--- src/boost_ctl_pkg.sv ---
// Constants, types and register layout of the adaptive boost voltage control.
// Assumes one 200 MHz clock and stored configuration driven as static inputs.
// Notes on behaviour
// - Manual mode: 5-bit code, 10 V at zero, 1 V per step, 38 V at 28.
// - Manual voltage register at 07H sets the target while auto headroom is off and seeds it when auto turns on.
// - One stored bit selects 625 kHz or 1.25 MHz switching.
// - Converter runs only while the converter on bit is set.
// - Adaptive mode moves the target in 0.25 V steps.
// - Auto headroom bit selects adaptive mode; adaptive is the reset default.
// - Starting with adaptive on takes the first target from stored byte 29H.
// - Adaptive turned on while running starts from the 07H register value.
// - Staggered dimming adjusts per phase unless disabled or at 19.5 kHz.
// - Settled voltage of each string is stored and used to raise early.
// - Lead time before a phase step comes from a two-bit stored field.
// - Simultaneous strings regulate for the highest forward voltage among them.
// - Drivers compare to low, mid and high; mid sits 0.5 V above low.
// - Low level 0.50 V plus 0.25 V per code; high 3 V plus 1 V.
// - A lone conducting string is held between low and mid thresholds.
// - Any active driver below low raises the target.
// - All active above mid lowers; staggered low dimming needs only one.
// - Decisions use only the strings conducting at that moment.
// - Overvoltage limit follows the current target setting.
// - Overcurrent sets the fault flag and shuts the converter down.
// - Any fault pulls the fault pin low and records its cause in status.
// - Writing the backlight run bit high clears faults and releases the pin.
// - Reading the status register clears latched faults.
package boost_ctl_pkg;

  // Register offsets
  localparam logic [7:0] ADDR_VOLTAGE = 8'h07;
  localparam logic [7:0] ADDR_CONTROL = 8'h08;
  localparam logic [7:0] ADDR_STATUS = 8'h09;

  // Control register fields and reset value (auto headroom set)
  localparam int CTL_ON_BIT = 0;
  localparam int CTL_AUTO_BIT = 1;
  localparam int CTL_RUN_BIT = 2;
  localparam logic [2:0] CTL_RESET = 3'h2;

  // Status register fields
  localparam int ST_OC_BIT = 0;
  localparam logic [1:0] STATUS_RESET = 2'h0;

  // Manual voltage code
  localparam logic [4:0] VOLT_RESET = 5'h00;
  localparam logic [4:0] VOLT_MAX_CODE = 5'h1C;

  // Target in quarter volts above 10 V; 112 quarters is 38 V
  localparam logic [6:0] QUARTER_MAX = 7'h70;
  localparam logic [6:0] TARGET_RESET = 7'h00;
  localparam logic [7:0] OVP_MARGIN = 8'h08;

  localparam int STRINGS = 7;

  // Timing
  localparam int CLK_PERIOD_NS = 5;
  localparam int STEP_TIME_NS = 1000;
  localparam int STEP_CYCLES = (STEP_TIME_NS + CLK_PERIOD_NS - 1) / CLK_PERIOD_NS;
  localparam int LEAD0_NS = 2000;
  localparam int LEAD1_NS = 4000;
  localparam int LEAD2_NS = 8000;
  localparam int LEAD3_NS = 16000;
  localparam logic [15:0] LEAD0_CYCLES = 16'(LEAD0_NS / CLK_PERIOD_NS);
  localparam logic [15:0] LEAD1_CYCLES = 16'(LEAD1_NS / CLK_PERIOD_NS);
  localparam logic [15:0] LEAD2_CYCLES = 16'(LEAD2_NS / CLK_PERIOD_NS);
  localparam logic [15:0] LEAD3_CYCLES = 16'(LEAD3_NS / CLK_PERIOD_NS);

  // Comparator threshold decode in millivolts
  localparam logic [15:0] LOW_BASE_MV = 16'h01F4;
  localparam logic [15:0] LOW_STEP_MV = 16'h00FA;
  localparam logic [15:0] MID_OFFSET_MV = 16'h01F4;
  localparam logic [15:0] HIGH_BASE_MV = 16'h0BB8;
  localparam logic [15:0] HIGH_STEP_MV = 16'h03E8;

  typedef enum logic [1:0] {
    MODE_OFF = 2'b01,
    MODE_RUN = 2'b10
  } run_mode_type;

  // Register access port
  typedef struct packed {
    logic wr;
    logic rd;
    logic [7:0] addr;
    logic [7:0] wdata;
  } reg_req_type;

  // Stored configuration
  typedef struct packed {
    logic switch_rate_select;
    logic per_phase_adjust_off;
    logic [1:0] lead_time;
    logic [2:0] lower_compare_level;
    logic [2:0] upper_compare_level;
    logic [6:0] start_target;
  } cfg_type;

  // Driver comparators and dimming context
  typedef struct packed {
    logic [STRINGS-1:0] active;
    logic [STRINGS-1:0] below_low;
    logic [STRINGS-1:0] above_mid;
    logic staggered_dimming;
    logic fast_stagger;
    logic low_dimming;
    logic phase_step;
    logic [2:0] next_phase;
    logic [15:0] cycles_to_step;
  } comp_type;

  // Whole module state
  typedef struct packed {
    run_mode_type mode;
    logic [4:0] voltage;
    logic [2:0] ctl;
    logic [1:0] status;
    logic [7:0] rdata;
    logic [6:0] target;
    logic [7:0] ovp_limit;
    logic [STRINGS-1:0][6:0] settled;
    logic [2:0] phase;
    logic [7:0] step_cnt;
    logic running;
    logic rate;
    logic fault_oe;
    logic fault_level;
    logic [15:0] low_mv;
    logic [15:0] mid_mv;
    logic [15:0] high_mv;
  } state_type;

endpackage : boost_ctl_pkg

--- src/adaptive_boost_voltage_control.sv ---
// Adaptive boost voltage control: registers, target regulation, protection.
// Assumes comparator and dimming inputs are synchronous to clock_i and the
// stored configuration stays static while the converter runs.
module adaptive_boost_voltage_control (
  // Clock and reset
  input wire logic clock_i,
  input wire logic reset_i,
  // Register access
  input wire boost_ctl_pkg::reg_req_type reg_req_i,
  output logic [7:0] reg_rdata_o,
  // Stored configuration
  input wire boost_ctl_pkg::cfg_type cfg_i,
  // Driver comparators and dimming context
  input wire boost_ctl_pkg::comp_type comp_i,
  input wire logic overcurrent_i,
  // Power stage
  output logic converter_run_o,
  output logic switch_rate_o,
  output logic [6:0] target_o,
  output logic [7:0] ovp_limit_o,
  // Comparator levels in millivolts
  output logic [15:0] low_level_mv_o,
  output logic [15:0] mid_level_mv_o,
  output logic [15:0] high_level_mv_o,
  // Open-drain fault pin
  output logic fault_pin_o,
  output logic fault_pin_oe_o
);

  boost_ctl_pkg::state_type q;
  boost_ctl_pkg::state_type d;

  // Clamp a manual code to the legal range
  function automatic logic [4:0] clamp_code(input logic [4:0] code);
    clamp_code = (code > boost_ctl_pkg::VOLT_MAX_CODE) ?
                 boost_ctl_pkg::VOLT_MAX_CODE : code;
  endfunction : clamp_code

  // Manual code in quarter volts: 1 V is four quarters
  function automatic logic [6:0] code_to_quarters(input logic [4:0] code);
    code_to_quarters = {clamp_code(code), 2'b00};
  endfunction : code_to_quarters

  // Clamp a quarter-volt value to 38 V
  function automatic logic [6:0] clamp_quarters(input logic [6:0] v);
    clamp_quarters = (v > boost_ctl_pkg::QUARTER_MAX) ?
                     boost_ctl_pkg::QUARTER_MAX : v;
  endfunction : clamp_quarters

  // Lead time in cycles from the two-bit field
  function automatic logic [15:0] lead_cycles(input logic [1:0] sel);
    unique case (sel)
      2'h0: lead_cycles = boost_ctl_pkg::LEAD0_CYCLES;
      2'h1: lead_cycles = boost_ctl_pkg::LEAD1_CYCLES;
      2'h2: lead_cycles = boost_ctl_pkg::LEAD2_CYCLES;
      2'h3: lead_cycles = boost_ctl_pkg::LEAD3_CYCLES;
    endcase
  endfunction : lead_cycles

  logic [boost_ctl_pkg::STRINGS-1:0] low_hit;
  logic [boost_ctl_pkg::STRINGS-1:0] mid_ok;

  // Only conducting strings take part in the decisions
  genvar gi;
  generate
    for (gi = 0; gi < boost_ctl_pkg::STRINGS; gi++) begin : g_str
      assign low_hit[gi] = comp_i.active[gi] & comp_i.below_low[gi];
      assign mid_ok[gi] = ~comp_i.active[gi] | comp_i.above_mid[gi];
    end
  endgenerate

  logic any_low;
  logic all_mid;
  logic any_mid;
  logic lower_req;
  logic per_phase;
  logic ctl_write;
  logic status_read;
  logic [6:0] next_stored;

  // Raise on any low; lower on all above mid, or one in staggered low dimming
  assign any_low = |low_hit;
  assign all_mid = (|comp_i.active) & (&mid_ok);
  assign any_mid = |(comp_i.active & comp_i.above_mid);
  assign lower_req = (comp_i.staggered_dimming & comp_i.low_dimming) ?
                     any_mid : all_mid;
  // Per-phase tracking except when disabled or in the fastest stagger mode
  assign per_phase = comp_i.staggered_dimming & ~cfg_i.per_phase_adjust_off &
                     ~comp_i.fast_stagger;
  assign ctl_write = reg_req_i.wr &&
                     reg_req_i.addr == boost_ctl_pkg::ADDR_CONTROL;
  assign status_read = reg_req_i.rd &&
                       reg_req_i.addr == boost_ctl_pkg::ADDR_STATUS;
  assign next_stored = q.settled[comp_i.next_phase];

  // Next state
  always_comb begin
    d = q;
    d.fault_level = 1'b0;

    // Register writes
    if (reg_req_i.wr && reg_req_i.addr == boost_ctl_pkg::ADDR_VOLTAGE) begin
      d.voltage = clamp_code(reg_req_i.wdata[4:0]);
    end
    if (ctl_write) begin
      d.ctl = reg_req_i.wdata[2:0];
    end

    // Faults clear on run bit refresh or status read; a new event wins
    if ((ctl_write && reg_req_i.wdata[boost_ctl_pkg::CTL_RUN_BIT]) ||
        status_read) begin
      d.status = boost_ctl_pkg::STATUS_RESET;
    end
    if (overcurrent_i) begin
      d.status[boost_ctl_pkg::ST_OC_BIT] = 1'b1;
    end

    // Read data, registered one cycle after the read strobe
    d.rdata = 8'h00;
    if (reg_req_i.rd) begin
      unique case (reg_req_i.addr)
        boost_ctl_pkg::ADDR_VOLTAGE: d.rdata = {3'h0, q.voltage};
        boost_ctl_pkg::ADDR_CONTROL: d.rdata = {5'h00, q.ctl};
        boost_ctl_pkg::ADDR_STATUS: d.rdata = {6'h00, q.status};
        default: d.rdata = 8'h00;
      endcase
    end

    // Run state and target
    unique case (q.mode)
      boost_ctl_pkg::MODE_OFF: begin
        d.step_cnt = 8'h00;
        if (q.ctl[boost_ctl_pkg::CTL_ON_BIT] && q.status == 2'h0 &&
            !overcurrent_i) begin
          d.mode = boost_ctl_pkg::MODE_RUN;
          if (q.ctl[boost_ctl_pkg::CTL_AUTO_BIT]) begin
            d.target = clamp_quarters(cfg_i.start_target);
          end else begin
            d.target = code_to_quarters(q.voltage);
          end
          for (int i = 0; i < boost_ctl_pkg::STRINGS; i++) begin
            d.settled[i] = d.target;
          end
        end
      end
      boost_ctl_pkg::MODE_RUN: begin
        if (!q.ctl[boost_ctl_pkg::CTL_ON_BIT] || overcurrent_i ||
            q.status[boost_ctl_pkg::ST_OC_BIT]) begin
          d.mode = boost_ctl_pkg::MODE_OFF;
        end else if (!q.ctl[boost_ctl_pkg::CTL_AUTO_BIT]) begin
          d.target = code_to_quarters(q.voltage);
          d.step_cnt = 8'h00;
        end else if (ctl_write && reg_req_i.wdata[boost_ctl_pkg::CTL_AUTO_BIT]
                     && !q.ctl[boost_ctl_pkg::CTL_AUTO_BIT]) begin
          d.target = code_to_quarters(q.voltage);
        end else if (per_phase && comp_i.phase_step) begin
          // Keep this string's settled value, move to the next one's
          d.settled[q.phase] = q.target;
          d.phase = comp_i.next_phase;
          d.target = next_stored;
          d.step_cnt = 8'h00;
        end else if (per_phase && next_stored > q.target &&
                     comp_i.cycles_to_step == lead_cycles(cfg_i.lead_time))
                     begin
          d.target = next_stored;
        end else if (q.step_cnt == 8'(boost_ctl_pkg::STEP_CYCLES - 1)) begin
          d.step_cnt = 8'h00;
          if (any_low && q.target < boost_ctl_pkg::QUARTER_MAX) begin
            d.target = q.target + 7'h01;
          end else if (lower_req && q.target != 7'h00) begin
            d.target = q.target - 7'h01;
          end
        end else begin
          d.step_cnt = q.step_cnt + 8'h01;
        end
      end
    endcase

    // Auto headroom turned on after start uses the manual register
    if (q.mode == boost_ctl_pkg::MODE_RUN && ctl_write &&
        reg_req_i.wdata[boost_ctl_pkg::CTL_AUTO_BIT] &&
        !q.ctl[boost_ctl_pkg::CTL_AUTO_BIT]) begin
      d.target = code_to_quarters(q.voltage);
    end

    // Outputs to the power stage and the fault pin
    d.running = d.mode == boost_ctl_pkg::MODE_RUN;
    d.rate = cfg_i.switch_rate_select;
    d.ovp_limit = {1'b0, d.target} + boost_ctl_pkg::OVP_MARGIN;
    d.fault_oe = d.status != 2'h0;

    // Comparator levels
    d.low_mv = boost_ctl_pkg::LOW_BASE_MV +
               16'(16'(cfg_i.lower_compare_level) *
                   boost_ctl_pkg::LOW_STEP_MV);
    d.mid_mv = d.low_mv + boost_ctl_pkg::MID_OFFSET_MV;
    d.high_mv = boost_ctl_pkg::HIGH_BASE_MV +
                16'(16'(cfg_i.upper_compare_level) *
                    boost_ctl_pkg::HIGH_STEP_MV);
  end

  // State register
  always_ff @(posedge clock_i or posedge reset_i) begin
    if (reset_i) begin
      q.mode <= boost_ctl_pkg::MODE_OFF;
      q.voltage <= boost_ctl_pkg::VOLT_RESET;
      q.ctl <= boost_ctl_pkg::CTL_RESET;
      q.status <= boost_ctl_pkg::STATUS_RESET;
      q.rdata <= 8'h00;
      q.target <= boost_ctl_pkg::TARGET_RESET;
      q.ovp_limit <= boost_ctl_pkg::OVP_MARGIN;
      q.settled <= '0;
      q.phase <= 3'h0;
      q.step_cnt <= 8'h00;
      q.running <= 1'b0;
      q.rate <= 1'b0;
      q.fault_oe <= 1'b0;
      q.fault_level <= 1'b0;
      q.low_mv <= boost_ctl_pkg::LOW_BASE_MV;
      q.mid_mv <= boost_ctl_pkg::LOW_BASE_MV + boost_ctl_pkg::MID_OFFSET_MV;
      q.high_mv <= boost_ctl_pkg::HIGH_BASE_MV;
    end else begin
      q <= d;
    end
  end

  // Outputs straight from the state register
  assign reg_rdata_o = q.rdata;
  assign converter_run_o = q.running;
  assign switch_rate_o = q.rate;
  assign target_o = q.target;
  assign ovp_limit_o = q.ovp_limit;
  assign low_level_mv_o = q.low_mv;
  assign mid_level_mv_o = q.mid_mv;
  assign high_level_mv_o = q.high_mv;
  assign fault_pin_o = q.fault_level;
  assign fault_pin_oe_o = q.fault_oe;

endmodule : adaptive_boost_voltage_control

--- config.mk ---
export PLATFORM = sky130hd
export DESIGN_NAME = adaptive_boost_voltage_control
export DESIGN_NICKNAME = d
export VERILOG_FILES = /design/src/boost_ctl_pkg.sv /design/src/adaptive_boost_voltage_control.sv
export SDC_FILE = /design/constraint.sdc
export NUM_CORES = 1
export LEC_CHECK = 0
export BUFFER_PORTS_ARGS = -buffer_cell sky130_fd_sc_hd__buf_2
export CORE_AREA = 4 4 176 144
export DETAILED_ROUTE_END_ITERATION = 8
export DIE_AREA = 0 0 180 148
export PLACE_DENSITY = 0.57
export SKIP_CTS_REPAIR_TIMING = 1
export SLEW_MARGIN = 40
export SYNTH_ARGS = -nofsm -noshare
export SYNTH_HDL_FRONTEND = slang
export SYNTH_SLANG_ARGS = --single-unit
--- constraint.sdc ---
create_clock -name clock_i -period 3.5 [get_ports clock_i]
set_input_delay 0.525 -clock clock_i [delete_from_list [all_inputs] [get_ports clock_i]]
set_output_delay 0.525 -clock clock_i [all_outputs]
set_load 0.01 [all_outputs]
== Word-level counts from Yosys, hierarchy flattened ==
Cells that the tools add are included.
Widths: inputs -> output; s select.
Storage, ports and cells
  input port bits: 82
  logic and storage cells: 166
  flip-flop bits (word level): 137
  output and inout bits: 75
Cells by class
  magnitude comparators: 8
  add/sub/neg operators: 7
  bitwise operators: 30
  multiplexer cells: 45
  eq/ne operators: 18
  $mul: 2
  reductions and logical operators: 34
Operators with widths (count)
  $mux 60: 2
  $mux 52: 2
  $mux 7: 14
  $pmux 49 s2: 1
  $mux 16: 5
  $pmux 16 s4: 1
  $bwmux 49: 1
  $mux 49: 1
  $mux 8: 4
  $bmux 7 s3: 1
  $demux 7 s3: 1
  $reduce_or 7->1: 3
  $mul 3x7->10 const B: 2
  $logic_and 1x1->1: 17
  $eq 16x16->1: 1
  $eq 8x4->1 const B: 2
  $pmux 8 s2: 1
  $mux 5: 3
  $pmux 5 s3: 1
  $add 12x13->14 const A: 1
  $pmux 7 s2: 1
  $add 12x9->13 const B: 1
  $add 9x11->12 const A: 1
  $and 1x1->1: 11
  31 further kinds: 66

== Logic depth before layout (Yosys ltp) ==
Gate-level depths: netlist (run 1).
  depth in word-level cells: 19
  mapped depth: 17
  depth with buffers taken out: 15

== Least setup slack after synthesis (run 1) ==
No wires, ideal clock.
  path kind: input to register
  start: in comp_i[16] (netlist bit)
  end: reg q, in the netlist ovp_limit_o[5]
  setup time: 0.135 ns
  setup slack: -0.250 ns
  path buffers: 2
  stages on the path: 14
  data required time: 3.365 ns
  arrival time: 3.615 ns
  cells stage by stage: buf_2 buf_1 mux4_2 mux2_2 ha_1 nor2b_1 o211ai_1 a21oi_1 o211a_1 nor2_1 o311a_1 o31ai_4 ha_1 xor2_1
RTL lines
  from (decl): RTL line adaptive_boost_voltage_control.sv:14  | input wire boost_ctl_pkg::comp_type comp_i,
  to (decl): RTL line adaptive_boost_voltage_control.sv:30  | boost_ctl_pkg::state_type q;

==> results of run 1 <==
-- Yosys cell counts, types with 9 or more instances --
cell and instances:
dfrtp_1 103, a21o_1 15, clkbuf_1 23, o21ai_0 75, dfstp_2 22, nand2_1 47
inv_1 39, nor2b_1 12, a21oi_1 84, mux2_2 16, nand3_1 19, xor2_1 12
fa_1 9, xnor2_1 26, nor3_1 14, mux2i_1 12, ha_1 38, nor2_1 85
buf_4 72
-- path summary, 6_finish.rpt --
path,from,end,slack [ps],cells after the start
max,q[66]$_DFFE_PP0P_,ovp_limit_o[7]$_DFF_PP0_,210,15
min,reset_i,low_level_mv_o[9]$_DFF_PP0_,190,2
max reg2reg,q[66]$_DFFE_PP0P_,ovp_limit_o[7]$_DFF_PP0_,210,15
min reg2reg,q[139]$_DFFE_PP0P_,q[139]$_DFFE_PP0P_,510,1
max in group asynchronous,reset_i,ovp_limit_o[3]$_DFF_PP1_,2580,3
min in group clock_i,cfg_i[16],switch_rate_o$_DFF_PP0_,210,1
-- flip-flops by register name, summed over array words and instances, names as in the netlist --
name,cells
switch_rate_o,1
fault_pin_oe_o,1
target_o,4
converter_run_o,1
mid_level_mv_o,11
q,72
reg_rdata_o,5
high_level_mv_o,11
low_level_mv_o,11
ovp_limit_o,8
-- worst max-delay path, cell delays in order (launching register included) --
cell	delay [ps]
dfrtp_1	390
mux4_2	450
mux2i_1	150
buf_4	160
inv_1	40
ha_1	310
nand4_1	110
o22ai_1	130
nor3_1	90
buf_4	150
o211ai_1	110
a21oi_1	100
a311o_1	390
a211oi_4	330
buf_4	170
and3_1	150
-- power by group --
| group | switching (W) | internal, W |
|---|---|---|
| clock network | 0.000749 | 0.00101 |
| registers | 0.0000529 | 0.00165 |
| logic | 0.000444 | 0.000351 |
-- metrics by stage --
stage / hold WS [ps] / setup TNS (ps)
after CTS: 182 / 0
after global routing: 176 / 0
final: 187 / 0
after floorplan: 472 / 0
after global placement: 492 / -2090
after detailed placement: 502 / -3420
-- per-layer routing --
layer  track usage, %  wire length, um  vias to the layer above
met3             4.01             1360                       22
met2             23.5             9100                      203
met5                0                0                        -
met1             23.0            10400                     3113
met4             4.23              276                        0
li1                 -                -                     3165
-- layout make-up --
cell class	instances	share of cell area, %
clock buffer	18	4.54
sequential	125	33.4
multi-input combinational	601	42.7
timing repair buffer	191	12.0
clock inverter	14	1.59
tap	312	4.13
inverter	39	1.59
-- logic make-up after synthesis --
kind of cell | count (synthesis) | share of synthesized area [%]
other | 1 | 0.0473
AOI/OAI and AO/OA | 228 | 17.5
DFF | 125 | 39.8
and+or+nand+nor | 234 | 14.2
muxes | 35 | 5.78
adders and majority gates | 47 | 8.28
buffers and inverters | 141 | 10.1
xor gates and xnor gates | 38 | 4.20
==> flow_summary.toml, run 1 <==
[cts]
numCtsBuffers = 17
clockBufferDepth = 2
clkLatencyLatePin_ps = 420
path_clk_slew_ps = 70
cts.sinks = 125
htree_num_levels = 4
cts_tree = "done"
cts_root_buf = "clkbuf_16"

[sta]
max_freq_mhz = 304
min_period_ps = 3290
worst_slew_pin_slew_ps = 715
max_slew_margin_pct = 52.4
drv_slew = 0
rsz0062_at_grt = "false"
setup_ws_ps = 214
setup_violations = 0
finClkSkew_ps = 9.62
timing.final.crit_share_pct = 93.9
hold_viol = 0

[logic_synthesis]
synthCells = 849
yosysWarnings = 0
synth_edf_count = 0
ys_ff_latch = 125
synth_area_mm2 = 0.00792
syn_avg_cell_area_um2 = 9.33
synth_cell_types = 65
synth_top_area_share_pct = 32.5
synthArstFlopShare_pct = 100
yosysTopAreaCell = "dfrtp_1"
ys.flop_type = "dfrtp_1"
synth_area_leaders = "dfrtp_1 33%, dfstp_2 7.3%, buf_4 6.8%"
synth_seq_area_share_pct = 39.8

[cells_and_area]
final_area_mm2 = 0.00945
layout_commonest_cell = "buf_2"
drive_gt1_share_pct = 28.2
mostFrequentLayoutCells = "133 x buf_2, 103 x dfrtp_1, 84 x nor2_1, 84 x a21oi_1, 75 x o21ai_0"
instances_no_fill = 1300
regArea_mm2 = 0.00316
syn_to_final_growth_pct = 19.3
n_antenna_cell = 0
multi_input_area_mm2 = 0.00404
final_nets = 1104
post-route-util_pct = 40.5
n_fill_cell = 2349

[floorplan]
start_util_pct = 34.0
core-area_mm2 = 0.0233
num_io_pins = 157
die_x_um = 180
fp.dieArea_mm2 = 0.0266
die_y_um = 148
rows = 50

[critical_path]
cp.required_ps = 3860
crit_arrival_ps = 3640
worstPathMaxFanout = 3
worst_setup_path_end_kind = "flip-flop"
critPathLaunchType = "flip-flop"
critical_path_class = "reg -> reg"

[detailed_routing]
ant_nets = 0
detailedRoute.firstIterationViolations = 535
wl_mm = 21.1
routed_via_density = 5.00
vias = 6503
drc = 0
routedWlPerCell_um = 16.2
dr.pass1.iters = 5

[power]
peakVddDrop_mv = 0.330
p_total_w = 0.00425
power.density_mw_per_mm2 = 450
leakagePower_nw = 4.60

[placement]
dp.cells = 1267
gp_congestion = 0.880
place.port_buffers = 135
place_area_mm2 = 0.00886
preCtsSetupSlack_ps = -354
hpwl_mm = 15.6

[global_routing]
antenna_found_initial = 0
grt_max_degree = 60
grt_pass1_vias = 6425
grt_first_pass_wirelength_mm = 34.3
grtUsageTotal_pct = 15.8
gr-total-overflow = 0

[run]
maxCapViolations = 0

[outcome]
status = "complete, no violations"

[worst_hold_path]
hold_class = "in -> async"
No activity file was read; power rests on OpenSTA's default activity.
==> inputs of run 2 (changes only) <==
--- a/config.mk
+++ b/config.mk
@@ -5,13 +5,14 @@
 export SDC_FILE = /design/constraint.sdc
 export NUM_CORES = 1
 export LEC_CHECK = 0
+export ABC_AREA = 1
 export BUFFER_PORTS_ARGS = -buffer_cell sky130_fd_sc_hd__buf_2
-export CORE_AREA = 4 4 176 144
+export CORE_AREA = 4 4 181 148
 export DETAILED_ROUTE_END_ITERATION = 8
-export DIE_AREA = 0 0 180 148
+export DIE_AREA = 0 0 185 152
+export MAX_ROUTING_LAYER = met4
 export PLACE_DENSITY = 0.57
 export SKIP_CTS_REPAIR_TIMING = 1
-export SLEW_MARGIN = 40
 export SYNTH_ARGS = -nofsm -noshare
 export SYNTH_HDL_FRONTEND = slang
 export SYNTH_SLANG_ARGS = --single-unit
==> run 2 against run 1 <==
Against the previous run: clock power up 9.7%; register-to-register slack better by 170 ps; hold slack gained 25 ps; global-route usage is 0.36 points higher; maximum frequency up 3.8%; sequential share of layout area down 1.1 points; critical path depth grew 7; routed wire length up 3.9%; via count up 11%; die area rose by 5.6%; largest cell class unchanged; combinational power increased by 70%; sequential power is 12% higher.
==> flow_summary.toml, run 2 <==
[outcome]
status = "complete, no violations"

[detailed_routing]
wl_mm = 21.9
detailedRoute.firstIterationViolations = 544
routedWlPerCell_um = 14.5
routed_via_density = 4.77
vias = 7196
dr.pass1.iters = 6
drc = 0
ant_nets = 0

[worst_hold_path]
hold_class = "in -> reg"
min_to = "switch_rate_o$_DFF_PP0_"
hold_start = "cfg_i[16]"
whs_path_depth = 1

[cts]
cts.sinks = 125
cts_tree = "done"
numCtsBuffers = 17
clockBufferDepth = 2
cts_root_buf = "clkbuf_16"
clkLatencyLatePin_ps = 430
htree_num_levels = 4
path_clk_slew_ps = 60

[placement]
place_area_mm2 = 0.00915
hpwl_mm = 16.1
place.port_buffers = 135
preCtsSetupSlack_ps = -36.8
gp_congestion = 0.941

[critical_path]
r2r_cells = 19
r2r-start = "q[69]$_DFFE_PP0P_"
worst_setup_path_end_kind = "flip-flop"
regToRegSetupSlack_ps = 380
r2r_end = "ovp_limit_o[7]$_DFF_PP0_"
crit_arrival_ps = 3500
critical_path_class = "in -> reg"
cp.required_ps = 3840
critPathLaunchType = "input pin"
worstPathMaxFanout = 21
critPathLaunch = "comp_i[16]"

[logic_synthesis]
syn_avg_cell_area_um2 = 7.93
yosysTopAreaCell = "dfrtp_1"
synthCells = 1061
ys.flop_type = "dfrtp_1"
synth_area_leaders = "dfrtp_1 31%, nand2_1 9.3%, dfstp_2 6.9%"
synth_seq_area_share_pct = 37.5
synth_edf_count = 0
synthArstFlopShare_pct = 100
synth.most_common_cell = "nand2_1"
yosysWarnings = 0
synth_cell_types = 55
synth_top_area_share_pct = 30.6
synth_area_mm2 = 0.00842
netlist_top_cells_count = "208 x nand2_1, 124 x inv_1, 103 x dfrtp_1, 74 x buf_4, 74 x nor2_1"
ys_ff_latch = 125

[power]
leakagePower_nw = 4.79
p_total_w = 0.00518
power.density_mw_per_mm2 = 529
peakVddDrop_mv = 0.338

[sta]
min_period_ps = 3170
timing.final.crit_share_pct = 90.5
rsz0062_at_grt = "false"
setup_violations = 0
finClkSkew_ps = 14.3
tns_ps = 0
hold_slack_ps = 211
setup_ws_ps = 333
worst_slew_pin_slew_ps = 676
hold_viol = 0
max_freq_mhz = 316
drv_slew = 0
max_slew_margin_pct = 55.0

[floorplan]
start_util_pct = 33.7
fp.dieArea_mm2 = 0.0281
core-area_mm2 = 0.0250
die_y_um = 152
rows = 52
num_io_pins = 157
die_x_um = 185

[cells_and_area]
syn_to_final_growth_pct = 16.3
mostFrequentLayoutCells = "208 x nand2_1, 135 x buf_2, 123 x inv_1, 103 x dfrtp_1, 74 x nor2_1"
regMostFlops = "q"
n_antenna_cell = 0
layout_commonest_cell = "nand2_1"
drive_gt1_share_pct = 22.5
final_nets = 1302
largest_reg_flops = 72
final_area_mm2 = 0.00979
n_fill_cell = 2550

[global_routing]
antenna_found_initial = 0
grt_first_pass_wirelength_mm = 35.6
grt_pass1_vias = 6996
grtUsageTotal_pct = 16.2
gr-total-overflow = 0
grt_max_degree = 126

[run]
maxCapViolations = 0
## run 2: cell count changes after synthesis, sizes merged, moves of 12 or more
cell    delta
a21o      -15
mux2i     -12
nand2    +170
o211ai    +24
nand3     +33
o21ai     +38
inv      +101
clkbuf    -20
xnor2     -15
mux2      -12
o21a      +26
nor2b     -12
a21oi     -22
## run 2: power by group
group / total [W] / internal [W] / switching (W)
logic: 0.00135 / 0.000532 / 0.000821
registers: 0.00190 / 0.00176 / 0.000135
clock network: 0.00193 / 0.00120 / 0.000724
## run 2: cell type report
type | instances | area (um2) | area share (%)
clock buffers | 17 | 425 | 4.35
clock inverters | 15 | 211 | 2.16
repair buffers | 164 | 906 | 9.25
inverters | 142 | 542 | 5.53
multi-input cells | 723 | 4140 | 42.3
flip-flops and latches | 125 | 3160 | 32.2
well taps | 324 | 405 | 4.14
## run 2: worst max-delay path, cell delays in order
cell and delay, ps:
buf_2 120, inv_2 280, a21oi_1 110, o21ai_0 90
o21ai_1 80, nand2_1 80, o21a_1 150, inv_1 50
ha_1 290, nand2_1 70, nor2_1 140, nand3b_1 130
nand3_1 110, nor2_1 60, a21oi_1 340, nand3_1 120
nand2_1 90, nand2_1 70, a21oi_1 180, ha_1 170
inv_1 50, nor3_1 180
## run 2: routing by layer
layer / share of wire, % / track usage [%] / vias up
li1: - / - / 3614
met1: 48 / 23.0 / 3315
met2: 43 / 23.5 / 249
met3: 8.1 / 3.80 / 18
met4: 0.96 / 3.67 / 0
met5: 0 / - / -
## run 2: per-stage QoR
stage | cells | utilization, %
2_1_floorplan | 1079 | -
5_1_grt | 1510 | 39.2
4_1_cts | 1510 | 39.2
3_3_place_gp | 1478 | 36.6
6_report | 1510 | 39.2
3_5_place_dp | 1478 | 36.6
## run 2: cell families (layout without fill, tap and decap cells)
family	Yosys count	count (layout)	share of synthesized area, %
mux	4	4	0.535
simple gates	381	381	19.5
fa+ha+maj	47	47	7.79
xor+xnor	29	29	3.02
compound gates	243	243	17.5
flops	125	125	37.5
buf+inv	231	338	14.1
other cells	1	19	0.0446
## run 2: how the worst max path moves through the flow
stage               depth (start not counted)                        to  slack, ps
finish                                     22  ovp_limit_o[7]$_DFF_PP0_        330
global route                               22  ovp_limit_o[7]$_DFF_PP0_          4
CTS                                        22  ovp_limit_o[7]$_DFF_PP0_        390
detailed placement                         22  ovp_limit_o[7]$_DFF_PP0_        -40
global placement                           22  ovp_limit_o[5]$_DFF_PP0_         30
floorplan                                  22  ovp_limit_o[5]$_DFF_PP0_        170
==> inputs of run 3 (changes only) <==
--- a/config.mk
+++ b/config.mk
@@ -12,6 +12,7 @@
 export DIE_AREA = 0 0 185 152
 export MAX_ROUTING_LAYER = met4
 export PLACE_DENSITY = 0.57
+export SETUP_SLACK_MARGIN = 0.4
 export SKIP_CTS_REPAIR_TIMING = 1
 export SYNTH_ARGS = -nofsm -noshare
 export SYNTH_HDL_FRONTEND = slang
==> run 3 against run 2 <==
Against the previous run: count of clock-buffer cells in the layout rose by 3; critical path type unchanged; flip-flop and latch count is the same; hold slack worse by 4.6 ps; first-iteration DRC count shrank 6.6%; cell count fell by 0.40%; global-route usage fell by 0.23 points; utilization down 0.28 points.
==> flow_summary.toml, run 3 (synthesis gave the netlist of run 2 again) <==
[critical_path]
crit_path_top_delay_cell = "ha_1"
crit_arrival_ps = 3260
cp.required_ps = 3800
crit_path_max_incr_delay_ps = 290
crit_path_frequent_cell = "nand2_1"
worstPathMaxFanout = 5
critPathLaunchType = "input pin"
worst_setup_path_end_kind = "flip-flop"
critPathBufInv = 3
crit_family = "compound AO/OA/AOI/OAI gates"
critical_path_class = "in -> reg"
path_cells = "clkbuf_4 > nor2_1 > inv_1 > o21ai_1 > a21oi_1 > a31oi_1 > ha_1 > a21oi_1 > o21ai_1 > nand2_1 > o211ai_1 > a21oi_2 > nand3_1 > nand2_1 > nand2_1 > a21oi_2 > ha_2 > inv_1 > xor2_1"

[cells_and_area]
largest_reg_flops = 72
mostFrequentLayoutCells = "205 x nand2_1, 134 x buf_2, 123 x inv_1, 103 x dfrtp_1, 72 x nor2_1"
n_antenna_cell = 0
layout_commonest_cell = "nand2_1"
n_fill_cell = 2633
final_area_mm2 = 0.00972
syn_to_final_growth_pct = 15.5
post-route-util_pct = 38.9
final_nets = 1296
drive_gt1_share_pct = 22.9
regMostFlops = "q"

[sta]
rsz0062_at_grt = "false"
hold_viol = 0
min_period_ps = 2960
max_slew_margin_pct = 35.9
setup_ws_ps = 541
hold_slack_ps = 207
timing.final.crit_share_pct = 84.6
finClkSkew_ps = 7.83
setup_violations = 0
tns_ps = 0
max_freq_mhz = 338
worst_slew_pin_slew_ps = 960
drv_slew = 0

[cts]
htree_num_levels = 4
cts_root_buf = "clkbuf_16"
cts_tree = "done"
path_clk_slew_ps = 60
numCtsBuffers = 17
clockBufferDepth = 2
clkLatencyLatePin_ps = 420
cts.sinks = 125

[global_routing]
grtUsageMet1_pct = 22.2
grt_busiest_layer = "met2"
grt_first_pass_wirelength_mm = 35.3
grt_use_met3_pct = 3.56
grt_max_degree = 59
grt.met2_usage_pct = 23.7
gr-total-overflow = 0
grtUsageTotal_pct = 15.9
grt_pass1_vias = 6953
antenna_found_initial = 0

[detailed_routing]
vias = 7213
dr.pass1.iters = 5
routed_via_density = 4.80
drc = 0
detailedRoute.firstIterationViolations = 508
routedWlPerCell_um = 14.3
wl_mm = 21.6
ant_nets = 0

[power]
power.density_mw_per_mm2 = 504
peakVddDrop_mv = 0.347
leakagePower_nw = 4.74

[floorplan]
die_y_um = 152
rows = 52
start_util_pct = 33.7
die_x_um = 185
num_io_pins = 157
fp.dieArea_mm2 = 0.0281
core-area_mm2 = 0.0250

[worst_hold_path]
hold_class = "in -> reg"

[placement]
place_area_mm2 = 0.00913
place.port_buffers = 135
hpwl_mm = 16.1
gp_congestion = 0.918
preCtsSetupSlack_ps = 75.4

[run]
maxCapViolations = 0

[outcome]
status = "complete, no violations"
-- run 3: final cells by class --
| cell class | count | area [um2] | share of cell area [%] |
|---|---|---|---|
| multi-input cells | 723 | 4190 | 43.1 |
| flip-flops and latches | 125 | 3160 | 32.5 |
| repair buffers | 158 | 883 | 9.09 |
| inverters | 142 | 549 | 5.65 |
| clock buffers | 20 | 437 | 4.49 |
| well taps | 324 | 405 | 4.17 |
| clock inverters | 12 | 97.6 | 1.00 |
-- run 3: path summary, 6_finish.rpt --
| kind | start | endpoint | slack [ps] | depth (start not counted) |
|---|---|---|---|---|
| setup / recovery | comp_i[16] | ovp_limit_o[5]$_DFF_PP0_ | 540 | 19 |
| hold / removal | cfg_i[16] | switch_rate_o$_DFF_PP0_ | 210 | 1 |
| setup reg to reg | q[97]$_DFFE_PP0P_ | ovp_limit_o[5]$_DFF_PP0_ | 610 | 21 |
| hold reg to reg | q[102]$_DFFE_PP0P_ | q[102]$_DFFE_PP0P_ | 480 | 1 |
| max in group asynchronous | reset_i | ovp_limit_o[3]$_DFF_PP1_ | 2300 | 3 |
| min in group asynchronous | reset_i | mid_level_mv_o[2]$_DFF_PP0_ | 310 | 2 |
-- run 3: worst register-to-register path, delay by kind of cell, from the launching register on --
| kind | cells | cell delay [ps] |
|---|---|---|
| adders and majority gates | 2 | 470 |
| AOI/OAI and AO/OA | 6 | 820 |
| DFF | 1 | 360 |
| xor gates and xnor gates | 1 | 150 |
| and+or+nand+nor | 9 | 830 |
| buffers and inverters | 3 | 170 |
-- run 3: through the flow --
stage	total power, W	cells
floorplan	0.00301	1079
global placement	0.00326	1469
detailed placement	0.00327	1469
CTS	0.00494	1501
global route	0.00522	1504
finish	0.00490	1504
-- run 3: power breakdown --
group	leakage (nW)	internal [W]	switching, W	total (W)
Clock	0.263	0.000968	0.000664	0.00163
Combinational	2.91	0.000542	0.000839	0.00138
Sequential	1.56	0.00176	0.000124	0.00189
-- run 3: layer usage --
layer	routed length (um)	vias up
li1	-	3595
met2	9540	227
met4	293	0
met1	10400	3363
met3	1360	28
met5	0	-
